===== src/rtl/sesp_cfg.svh =====
// register offsets, field positions, reset values and timing counts
// assumes: included by bare name from the port and rate divider files
`ifndef SESP_CFG_SVH
`define SESP_CFG_SVH

// ==========================================================
// register offsets
`define SESP_ADDR_DATA 2'h0
`define SESP_ADDR_CTRL 2'h1
`define SESP_ADDR_STAT 2'h2
`define SESP_ADDR_MASK 2'h3

// ==========================================================
// control field positions
`define SESP_CTRL_ENABLE 0
`define SESP_CTRL_RX_EN 1
`define SESP_CTRL_PHASE 2
`define SESP_CTRL_POLARITY 3
`define SESP_CTRL_RATE_LO 4
`define SESP_CTRL_RATE_HI 5

// ==========================================================
// status field positions
`define SESP_STAT_DONE 0
`define SESP_STAT_WR_FAULT 1
`define SESP_STAT_RD_FAULT 2
`define SESP_STAT_FULL 3
`define SESP_STAT_TX_BUSY 4
`define SESP_STAT_RX_BUSY 5

// ==========================================================
// reset values
`define SESP_CTRL_RESET 8'h00
`define SESP_DATA_RESET 8'h00
`define SESP_MASK_RESET 1'b0

// ==========================================================
// timing: fastest-rate base divisor of the oscillator clock
`define SESP_BASE_DIV 12
`define SESP_BASE_HALF (`SESP_BASE_DIV / 2)
`define SESP_LAST_HALF 4'hF

`endif


===== src/rtl/sesp_pkg.sv =====
// types shared by the serial expansion shift port
// assumes: compiled before every module of the block
package sesp_pkg;

    // ==========================================================
    // transfer state
    typedef enum logic [1:0]
    {
        SESP_IDLE,
        SESP_TX,
        SESP_RX
    } sesp_state_e;

endpackage


===== src/rtl/sesp_sync.sv =====
// two-flop synchroniser for one level from outside the mclk domain
// assumes: input is asynchronous to mclk
`timescale 1ns/1ps
module sesp_sync
#(
    parameter bit RESET_VAL = 1'b0
)
(
    // clock and reset
    input wire logic mclk,
    input wire logic rst,
    // level in and out
    input wire logic async_in,
    output logic sync_out
);
    logic stage1;

    always_ff @(posedge mclk or posedge rst)
    begin
        if (rst)
        begin
            stage1 <= RESET_VAL;
            sync_out <= RESET_VAL;
        end
        else
        begin
            stage1 <= async_in;
            sync_out <= stage1;
        end
    end
endmodule


===== src/rtl/sesp_rate_div.sv =====
// half-bit enable divider for the shift rate
// assumes: run is high for the whole transfer, low otherwise
`timescale 1ns/1ps
`include "sesp_cfg.svh"
module sesp_rate_div
#(
    parameter int BASE_HALF = `SESP_BASE_HALF,
    parameter int CW = 9
)
(
    // clock and reset
    input wire logic mclk,
    input wire logic rst,
    // control
    input wire logic run,
    input wire logic [1:0] rate_sel,
    // one-cycle enable every half bit
    output logic tick
);
    logic [CW-1:0] cnt;
    logic [CW-1:0] limit;

    generate
        if (BASE_HALF < 1 || (BASE_HALF * 8) > (1 << CW))
        begin : g_bad
            $error("sesp_rate_div: BASE_HALF does not fit the counter");
        end
    endgenerate

    // half period is BASE_HALF doubled once per rate step
    assign limit = CW'((BASE_HALF << rate_sel) - 1);

    always_ff @(posedge mclk or posedge rst)
    begin
        if (rst)
        begin
            cnt <= '0;
            tick <= 1'b0;
        end
        else if (!run)
        begin
            cnt <= '0;
            tick <= 1'b0;
        end
        else if (cnt == limit)
        begin
            cnt <= '0;
            tick <= 1'b1;
        end
        else
        begin
            cnt <= cnt + 1'b1;
            tick <= 1'b0;
        end
    end
endmodule


===== src/rtl/sesp_port.sv =====
// serial expansion shift port: byte register bus, clock and data pins
// assumes: mclk is the oscillator clock; the data pin input is
// asynchronous; the bus master never strobes read and write together
`timescale 1ns/1ps
`include "sesp_cfg.svh"
module sesp_port
import sesp_pkg::*;
(
    // clock and reset
    input wire logic mclk,
    input wire logic rst,
    // register bus
    input wire logic [1:0] reg_addr,
    input wire logic [7:0] reg_wdata,
    input wire logic reg_wr,
    input wire logic reg_rd,
    output logic [7:0] reg_rdata,
    // clock pin
    output logic xport_clock_pin,
    // data pin
    input wire logic xport_data_pin_in,
    output logic xport_data_pin_out,
    output logic xport_data_pin_oe,
    // interrupt
    output logic xport_irq
);
    // ==========================================================
    // state
    sesp_state_e state;
    logic [7:0] xport_shift_data;
    logic data_full;
    logic xport_enable;
    logic xport_rx_enable;
    logic clock_edge_phase;
    logic clock_idle_polarity;
    logic rate_select_hi;
    logic rate_select_lo;
    logic xport_done_flag;
    logic write_phase_fault;
    logic read_phase_fault;
    logic done_mask;
    logic [3:0] half_cnt;
    logic data_in;
    logic tick;
    localparam logic [7:0] CTRL_RST = `SESP_CTRL_RESET;

    // ==========================================================
    // decode
    logic busy;
    logic sel_data;
    logic sel_ctrl;
    logic sel_stat;
    logic sel_mask;
    logic guarded_access;
    logic data_wr_ok;
    logic data_rd_ok;
    logic ctrl_wr_ok;
    logic start_tx;
    logic start_rx;
    logic lead_edge;
    logic trail_edge;
    logic last_edge;
    logic sample_edge;
    logic change_edge;
    logic [2:0] bit_num;
    logic stat_clr;

    assign busy = (state != SESP_IDLE);
    assign sel_data = (reg_addr == `SESP_ADDR_DATA);
    assign sel_ctrl = (reg_addr == `SESP_ADDR_CTRL);
    assign sel_stat = (reg_addr == `SESP_ADDR_STAT);
    assign sel_mask = (reg_addr == `SESP_ADDR_MASK);
    assign guarded_access = (sel_data && (reg_wr || reg_rd)) || (sel_ctrl && reg_wr);
    assign data_wr_ok = reg_wr && sel_data && !busy;
    assign data_rd_ok = reg_rd && sel_data && !busy;
    assign ctrl_wr_ok = reg_wr && sel_ctrl && !busy;
    assign stat_clr = reg_wr && sel_stat;
    assign start_tx = data_wr_ok && xport_enable;
    // reception only when empty and idle
    assign start_rx = !busy && xport_enable && xport_rx_enable && !data_full
        && !data_wr_ok && !ctrl_wr_ok;

    assign lead_edge = tick && !half_cnt[0];
    assign trail_edge = tick && half_cnt[0];
    assign last_edge = trail_edge && (half_cnt == `SESP_LAST_HALF);
    assign bit_num = half_cnt[3:1];
    // phase picks which edges sample and which change
    assign sample_edge = clock_edge_phase ? trail_edge : lead_edge;
    assign change_edge = clock_edge_phase ? lead_edge : (trail_edge && !last_edge);

    // ==========================================================
    // data pin synchroniser and rate divider
    sesp_sync #(
        .RESET_VAL(1'b0)
    ) u_data_sync (
        .mclk(mclk),
        .rst(rst),
        .async_in(xport_data_pin_in),
        .sync_out(data_in)
    );

    sesp_rate_div #(
        .BASE_HALF(`SESP_BASE_HALF),
        .CW(9)
    ) u_rate_div (
        .mclk(mclk),
        .rst(rst),
        .run(busy),
        .rate_sel({rate_select_hi, rate_select_lo}),
        .tick(tick)
    );

    // ==========================================================
    // control register
    always_ff @(posedge mclk or posedge rst)
    begin
        if (rst)
        begin
            xport_enable <= CTRL_RST[`SESP_CTRL_ENABLE];
            clock_edge_phase <= CTRL_RST[`SESP_CTRL_PHASE];
            clock_idle_polarity <= CTRL_RST[`SESP_CTRL_POLARITY];
            rate_select_hi <= CTRL_RST[`SESP_CTRL_RATE_HI];
            rate_select_lo <= CTRL_RST[`SESP_CTRL_RATE_LO];
        end
        else if (ctrl_wr_ok)
        begin
            xport_enable <= reg_wdata[`SESP_CTRL_ENABLE];
            clock_edge_phase <= reg_wdata[`SESP_CTRL_PHASE];
            clock_idle_polarity <= reg_wdata[`SESP_CTRL_POLARITY];
            rate_select_hi <= reg_wdata[`SESP_CTRL_RATE_HI];
            rate_select_lo <= reg_wdata[`SESP_CTRL_RATE_LO];
        end
    end

    // receive enable: self-clearing
    always_ff @(posedge mclk or posedge rst)
    begin
        if (rst)
        begin
            xport_rx_enable <= 1'b0;
        end
        else if (state == SESP_RX && last_edge)
        begin
            xport_rx_enable <= 1'b0;
        end
        else if (ctrl_wr_ok)
        begin
            xport_rx_enable <= reg_wdata[`SESP_CTRL_RX_EN] && !data_full;
        end
    end

    // ==========================================================
    // transfer sequencer
    always_ff @(posedge mclk or posedge rst)
    begin
        if (rst)
        begin
            state <= SESP_IDLE;
            half_cnt <= 4'h0;
        end
        else
        begin
            unique case (state)
                SESP_IDLE:
                begin
                    half_cnt <= 4'h0;
                    if (start_tx)
                    begin
                        state <= SESP_TX;
                    end
                    else if (start_rx)
                    begin
                        state <= SESP_RX;
                    end
                end
                SESP_TX, SESP_RX:
                begin
                    if (tick)
                    begin
                        half_cnt <= half_cnt + 4'h1;
                    end
                    if (last_edge)
                    begin
                        state <= SESP_IDLE;
                    end
                end
                default:
                begin
                    state <= SESP_IDLE;
                end
            endcase
        end
    end

    // ==========================================================
    // shift data register and full flag
    always_ff @(posedge mclk or posedge rst)
    begin
        if (rst)
        begin
            xport_shift_data <= `SESP_DATA_RESET;
        end
        else if (data_wr_ok)
        begin
            xport_shift_data <= reg_wdata;
        end
        else if (state == SESP_RX && sample_edge)
        begin
            xport_shift_data <= {xport_shift_data[6:0], data_in};
        end
    end

    always_ff @(posedge mclk or posedge rst)
    begin
        if (rst)
        begin
            data_full <= 1'b0;
        end
        else if (data_wr_ok || (state == SESP_RX && last_edge))
        begin
            data_full <= 1'b1;
        end
        else if (data_rd_ok)
        begin
            data_full <= 1'b0;
        end
    end

    // ==========================================================
    // pins
    always_ff @(posedge mclk or posedge rst)
    begin
        if (rst)
        begin
            xport_clock_pin <= 1'b0;
        end
        else if (!busy)
        begin
            xport_clock_pin <= clock_idle_polarity;
        end
        else if (tick)
        begin
            xport_clock_pin <= !xport_clock_pin;
        end
    end

    always_ff @(posedge mclk or posedge rst)
    begin
        if (rst)
        begin
            xport_data_pin_out <= 1'b0;
            xport_data_pin_oe <= 1'b0;
        end
        else if (start_tx)
        begin
            // phase zero presents msb before first edge
            xport_data_pin_out <= clock_edge_phase ? 1'b0 : reg_wdata[7];
            xport_data_pin_oe <= !clock_edge_phase;
        end
        // data held one cycle past the last edge, the peer samples on it in phase one
        // release pin once idle
        else if (!busy)
        begin
            xport_data_pin_out <= 1'b0;
            xport_data_pin_oe <= 1'b0;
        end
        else if (state == SESP_TX && change_edge)
        begin
            xport_data_pin_oe <= 1'b1;
            if (clock_edge_phase)
            begin
                xport_data_pin_out <= xport_shift_data[3'd7 - bit_num];
            end
            else
            begin
                xport_data_pin_out <= xport_shift_data[3'd6 - bit_num];
            end
        end
    end

    // ==========================================================
    // status flags, set wins over clear
    always_ff @(posedge mclk or posedge rst)
    begin
        if (rst)
        begin
            xport_done_flag <= 1'b0;
        end
        else if (busy && last_edge)
        begin
            xport_done_flag <= 1'b1;
        end
        else if (stat_clr && reg_wdata[`SESP_STAT_DONE])
        begin
            xport_done_flag <= 1'b0;
        end
    end

    always_ff @(posedge mclk or posedge rst)
    begin
        if (rst)
        begin
            write_phase_fault <= 1'b0;
        end
        else if (guarded_access && state == SESP_TX)
        begin
            write_phase_fault <= 1'b1;
        end
        else if (stat_clr && reg_wdata[`SESP_STAT_WR_FAULT])
        begin
            write_phase_fault <= 1'b0;
        end
    end

    always_ff @(posedge mclk or posedge rst)
    begin
        if (rst)
        begin
            read_phase_fault <= 1'b0;
        end
        else if (guarded_access && state == SESP_RX)
        begin
            read_phase_fault <= 1'b1;
        end
        else if (stat_clr && reg_wdata[`SESP_STAT_RD_FAULT])
        begin
            read_phase_fault <= 1'b0;
        end
    end

    // ==========================================================
    // interrupt mask and output
    always_ff @(posedge mclk or posedge rst)
    begin
        if (rst)
        begin
            done_mask <= `SESP_MASK_RESET;
        end
        else if (reg_wr && sel_mask)
        begin
            done_mask <= reg_wdata[`SESP_STAT_DONE];
        end
    end

    always_ff @(posedge mclk or posedge rst)
    begin
        if (rst)
        begin
            xport_irq <= 1'b0;
        end
        else
        begin
            xport_irq <= xport_done_flag && done_mask;
        end
    end

    // ==========================================================
    // read data, valid one cycle after the strobe
    always_ff @(posedge mclk or posedge rst)
    begin
        if (rst)
        begin
            reg_rdata <= 8'h00;
        end
        else if (!reg_rd)
        begin
            reg_rdata <= 8'h00;
        end
        else
        begin
            unique case (reg_addr)
                `SESP_ADDR_DATA:
                begin
                    reg_rdata <= data_rd_ok ? xport_shift_data : 8'h00;
                end
                `SESP_ADDR_CTRL:
                begin
                    reg_rdata <= {2'b00, rate_select_hi, rate_select_lo,
                        clock_idle_polarity, clock_edge_phase,
                        xport_rx_enable, xport_enable};
                end
                `SESP_ADDR_STAT:
                begin
                    reg_rdata <= {2'b00, state == SESP_RX, state == SESP_TX,
                        data_full, read_phase_fault, write_phase_fault,
                        xport_done_flag};
                end
                `SESP_ADDR_MASK:
                begin
                    reg_rdata <= {7'h00, done_mask};
                end
            endcase
        end
    end
endmodule


===== config.mk =====
export PLATFORM = sky130hd
export DESIGN_NAME = sesp_port
export DESIGN_NICKNAME = d
export VERILOG_FILES = /design/src/rtl/sesp_pkg.sv /design/src/rtl/sesp_sync.sv /design/src/rtl/sesp_rate_div.sv /design/src/rtl/sesp_port.sv
export VERILOG_INCLUDE_DIRS = /design/src /design/src/rtl
export SDC_FILE = /design/constraint.sdc
export NUM_CORES = 1
export LEC_CHECK = 0
export ABC_AREA = 1
export BUFFER_PORTS_ARGS = -buffer_cell sky130_fd_sc_hd__buf_2
export CORE_MARGIN = 2
export CORE_UTILIZATION = 35
export CTS_BUF_LIST = sky130_fd_sc_hd__clkbuf_4 sky130_fd_sc_hd__clkbuf_8 sky130_fd_sc_hd__clkbuf_16
export DETAILED_ROUTE_END_ITERATION = 7
export GPL_ROUTABILITY_DRIVEN = 0
export PLACE_DENSITY = 0.56
export SETUP_SLACK_MARGIN = 0.15
export SYNTH_ARGS = -nofsm -noshare
export SYNTH_HDL_FRONTEND = slang
export SYNTH_HIERARCHICAL = 1
export SYNTH_SLANG_ARGS = --single-unit

===== constraint.sdc =====
create_clock -name mclk -period 2.3 [get_ports mclk]
set_clock_uncertainty 0.2 [all_clocks]
set_input_delay 0.46 -clock mclk [delete_from_list [all_inputs] [get_ports mclk]]
set_output_delay 0.46 -clock mclk [all_outputs]
set_load 0.01 [all_outputs]

---- Word level (Yosys, flattened, before mapping) ----
Cells that the tools add are included.
word-level totals
  output and inout port bits .............. 12
  register bits ........................... 49
cells by class
  multiplexer cells ....................... 41
  shifts and indexed selects .............. 1
  reductions and logical operators ........ 54
  $lt $le $gt $ge ......................... 2
  equality and inequality tests ........... 12
  add/sub/neg operators ................... 5
operators by type and width
  operator             number
  $mux 8               4
  $pmux 8 s4           1
  $logic_and 1x1->1    30
  $mux 1               26
  $mux 9               2
  $reduce_bool 2->1    8
  $add 9x1->9 const B  1
  $eq 9x9->1           1
  $shl 3x2->9 const A  1
  $sub 9x2->9 const B  1
  $logic_not 1->1      8
  $lt 3x4->1 const B   2
  $pmux 4 s2           1
  $bmux 1 s3           2
  $eq 2x2->1 const B   3
  $mux 2               3
  $sub 3x3->3 const A  2
  $add 4x1->4 const B  1
  $eq 2x1->1 const B   2
  $eq 4x4->1 const B   1
  $logic_not 2->1      2
  $mux 4               1
  $ne 2x1->1 const B   2
  $pmux 2 s2           1
  6 further kinds      9

---- Logic depth before layout (Yosys ltp) ----
  word-level depth ........................ 10
  depth in mapped cells ................... 10
  gate-level depth less buffers ........... 10

---- Cells and area by module ----
The synthesis kept the hierarchy.
modules (own cells, without submodules)
  module         times used  area an instance (um2)  cells an instance
  sesp_port      1           2023.2                  241
  sesp_rate_div  1           569.3                   74
  sesp_sync      1           53.8                    3

---- Worst setup path after synthesis ----
Ideal clock, no wire load.
  path type ............................... reg2reg
  start point ............................. register state[0]
  end point ............................... register reg_rdata[1]
  cell stages (with the launch flop) ...... 8
  data arrival time ....................... 1373 ps
  period minus slack after synthesis ...... 1659 ps
  setup time .............................. 86 ps
  path buffers ............................ 1
  setup slack ............................. 641 ps
  path through ............................ dfrtp_1 > inv_1 > ha_1 > buf_2 > inv_2 > nor3_4 > a21oi_1 > nor3_1
on the way
  longest elaborated chain between the ends .. 6
ends and longest elaborated chain
  element                 line              source
  from (decl)             sesp_port.sv:29   sesp_state_e state;
  from (signal assigned)  sesp_port.sv:158  state <= SESP_IDLE;
  from (signal assigned)  sesp_port.sv:169  state <= SESP_TX;
  from (signal assigned)  sesp_port.sv:173  state <= SESP_RX;
  $reduce_bool 2->1       sesp_port.sv:68   assign busy = (state != SESP_IDLE);
  via busy                sesp_port.sv:49   logic busy;
  $logic_not 1->1         --
  $logic_and 1x1->1       sesp_port.sv:75   assign data_rd_ok = reg_rd && sel_data && !busy;
  $mux 8                  sesp_port.sv:374  reg_rdata <= data_rd_ok ? xport_shift_data : 8'h00;
  $pmux 8 s4              sesp_port.sv:371  unique case (reg_addr)
  $mux 8                  sesp_port.sv:365  else if (!reg_rd)
  to (signal assigned)    sesp_port.sv:374
  to (signal assigned)    sesp_port.sv:378  reg_rdata <= {2'b00, rate_select_hi, rate_select_lo,
  to (signal assigned)    sesp_port.sv:384  reg_rdata <= {2'b00, state == SESP_RX, state == SESP_TX,
  to (decl)               sesp_port.sv:17   output logic [7:0] reg_rdata,
The timed path passes the listed nets, and every way through them passes these cells.
A chain may end at the register's enable or synchronous reset.

---- Final worst setup path ----
  start point ............................. register state[0]
  end point ............................... register reg_rdata[4]
Same word-level chain as after synthesis.

==> metrics <==
status=completed; worst hold path class=input port to register; Clock transition at path regs=around 0.1 ns; cell count after synthesis=around 320; final wirelength=roughly 6.0 mm; Seq cells post-synth=between 40 and 50; most frequent cells in the layout=nand2_1 (71), dfrtp_1 (49), inv_1 (45), nand3_1 (31), buf_2 (26); Slew @ Worst Pin=roughly 0.47 ns; WP data required=around 2.3 ns; CP max FO=9; relative slew slack=0.685; Logic pwr share=0.335; Max clock buf depth=2; setup TNS=0 ns; fraction of layout cells with a size suffix above 1=0.165; post-layout util=0.417; Die Area=between 8000 and 9000 um^2; max-slew violation count=0; row cnt=31; hold depth=1; first drt pass iteration count=4; I/O Buffers=26; TritonCTS clock tree=done; Synth Flop Type=dfrtp_1; largest net degree at the start of global routing=38; Net count, final=~370; Startpoint Class=register; antenna viol nets, final=0; Core Area=approximately 7300 um^2; Final setup viols=0; area delta synth->final=15.0%; diodes inserted=0; total vias in the final route=roughly 2,200; # IOs=27; Synth top area share=0.463; Setup crit end kind=register; Clock Sink Count=49; unrepaired setup endpoints after global routing=false; fin crit share=0.809; YS warnings=6; Skew-Pair Late Insertion Delay=roughly 0.3 ns; H-tree levels=2; Seq/Total Area, Yosys=0.463; PD cells=~1000 nW/um^2; CTS Buf Count=5; vias per std cell=4.84; Syn Nets=340; DR WL/cell=around 13 um; Peak Freq=538 MHz; Post-DP HPWL=around 4.6 mm; clock power share=0.235; Final Hold Fails=0; Pint=~1.9 mW; Leak=~1.5 nW; EDFF count, synth=0; cell accounting for the most synthesized area=dfrtp_1; ranking of synthesized cells by area=dfrtp_1 (46%), nand2_1 (10%), inv_1 (6.4%), nand3_1 (5.9%), nor2_1 (3.5%); Root Buffer=clkbuf_8; Flop pwr share=0.430; max cap viols=0; Post-Syn Area=2650 um^2; Distinct cells, synth=36; vias in the first global route=roughly 2,100; Fillers=just under 800; # DRC=0; Chip Width=between 90 and 100 um; Syn Area/Cell=roughly 8.3 um^2; crit path kind=register to register; grt ovf=0; VDD IR max=between 0.4 and 0.5 mV; post-route minimum period=1.86 ns; Multi-input gate area=1210 um^2; initial drt markers=160; Register-to-Register Path Depth=6; commonest non-fill, non-tap cell in the layout=nand2_1; NetSw=1.16 mW; initial antenna violation count=0; Switching Share=0.378; first-pass GRT wire length=slightly above 10 mm; GRT Resource Usage Total=0.155; Initial Util=0.363; Async SR Flop Fraction=1.00; critical path arrival=1.88 ns; FF/Latch Area=approximately 1200 um^2; Die Ht=around 91 um
worst paths after layout:
check	from	end	slack, ns
worst max-delay path	state[0]$_DFFE_PP0P_	reg_rdata[4]$_DFF_PP0_	0.44
worst min-delay path	xport_data_pin_in	u_data_sync/stage1$_DFF_PP0_	0.07
worst max register to register	state[0]$_DFFE_PP0P_	reg_rdata[4]$_DFF_PP0_	0.44
worst min register to register	u_data_sync/stage1$_DFF_PP0_	u_data_sync/sync_out$_DFF_PP0_	0.16
max in group asynchronous	rst	half_cnt[0]$_DFFE_PP0P_	0.93
min in group asynchronous	rst	u_data_sync/stage1$_DFF_PP0_	0.38
sequential cells by signal, summed over array words and instances (netlist names), 2 cells and up:
| signal | flops |
|---|---|
| half_cnt | 4 |
| reg_rdata | 8 |
| state | 2 |
| u_rate_div/cnt | 9 |
| xport_shift_data | 8 |
stage by stage:
step                hold WS [ns]  cell area, um^2  setup slack (ns)  std cells  power, mW
floorplan                0.00118             2650             0.641        318       2.03
global placement           0.132             2900             0.346        441       2.35
detailed placement         0.138             2900             0.309        441       2.35
CTS                       0.0541             3040             0.307        450       3.08
global route              0.0442             3040             0.269        450       3.30
finish                    0.0650             3040             0.440        450       3.06
power groups by stage:
stage               clock network [mW]  registers (mW)  logic, mW
finish                           0.719            1.32       1.03
detailed placement                   0            1.33       1.02
CTS                              0.743            1.31       1.02
global placement                     0            1.34       1.01
floorplan                            0            1.25      0.779
global route                     0.784            1.35       1.17
synth_stat cells (2+ instances only):
cell type / count
a31oi_1: 2
nand2_1: 71
o21ai_1: 3
o21ai_0: 12
xor2_1: 7
ha_1: 7
inv_1: 45
nor2_1: 25
nor3_1: 6
mux2_2: 3
xnor2_1: 4
o211ai_1: 2
nor2_2: 2
nor2_4: 3
a21oi_1: 11
inv_2: 4
buf_2: 4
a221oi_1: 6
o22ai_1: 5
nand3_1: 31
nand3_4: 2
dfrtp_1: 49
routing by layer:
| metal | track usage | up-vias | wire, um |
|---|---|---|---|
| li1 | - | 1097 | - |
| met1 | 0.209 | 1034 | 2810 |
| met2 | 0.252 | 42 | 2860 |
| met3 | 0.0307 | 5 | 301 |
| met4 | 0.0492 | 0 | 65 |
| met5 | 0 | - | 0 |
worst max-delay path, stage by stage (launching register included):
cell and delay, ns:
dfrtp_1 0.39, inv_1 0.10, ha_2 0.30, inv_2 0.15, nor3_4 0.33, a21oi_1 0.11, nor3_1 0.20
layout make-up:
cell class,count,area share
tap,99,0.0407
timing repair buffer,30,0.0534
inverter,50,0.0617
clock buffer,5,0.0226
multi-input combinational,214,0.397
clock inverter,3,0.0214
sequential,49,0.403
kinds of logic (layout without fill, tap and decap cells):
kind of cell / after synthesis / in the layout / synth area share
flops: 49 / 49 / 0.463
simple gates: 144 / 144 / 0.253
compound gates: 49 / 49 / 0.121
mux: 3 / 3 / 0.0128
buf+inv: 55 / 88 / 0.0804
fa+ha+maj: 7 / 7 / 0.0331
xor+xnor: 11 / 11 / 0.0364
timing repair:
item | 4_1_cts | 5_1_grt
hold buffers | 1 | 0
setup buffers | 0 | 0
endpoints found under the hold margin | 12 | 0
gates resized for setup | 0 | 1
setup endpoints to repair | 0 | 3
(Power assumes the default switching activity.)
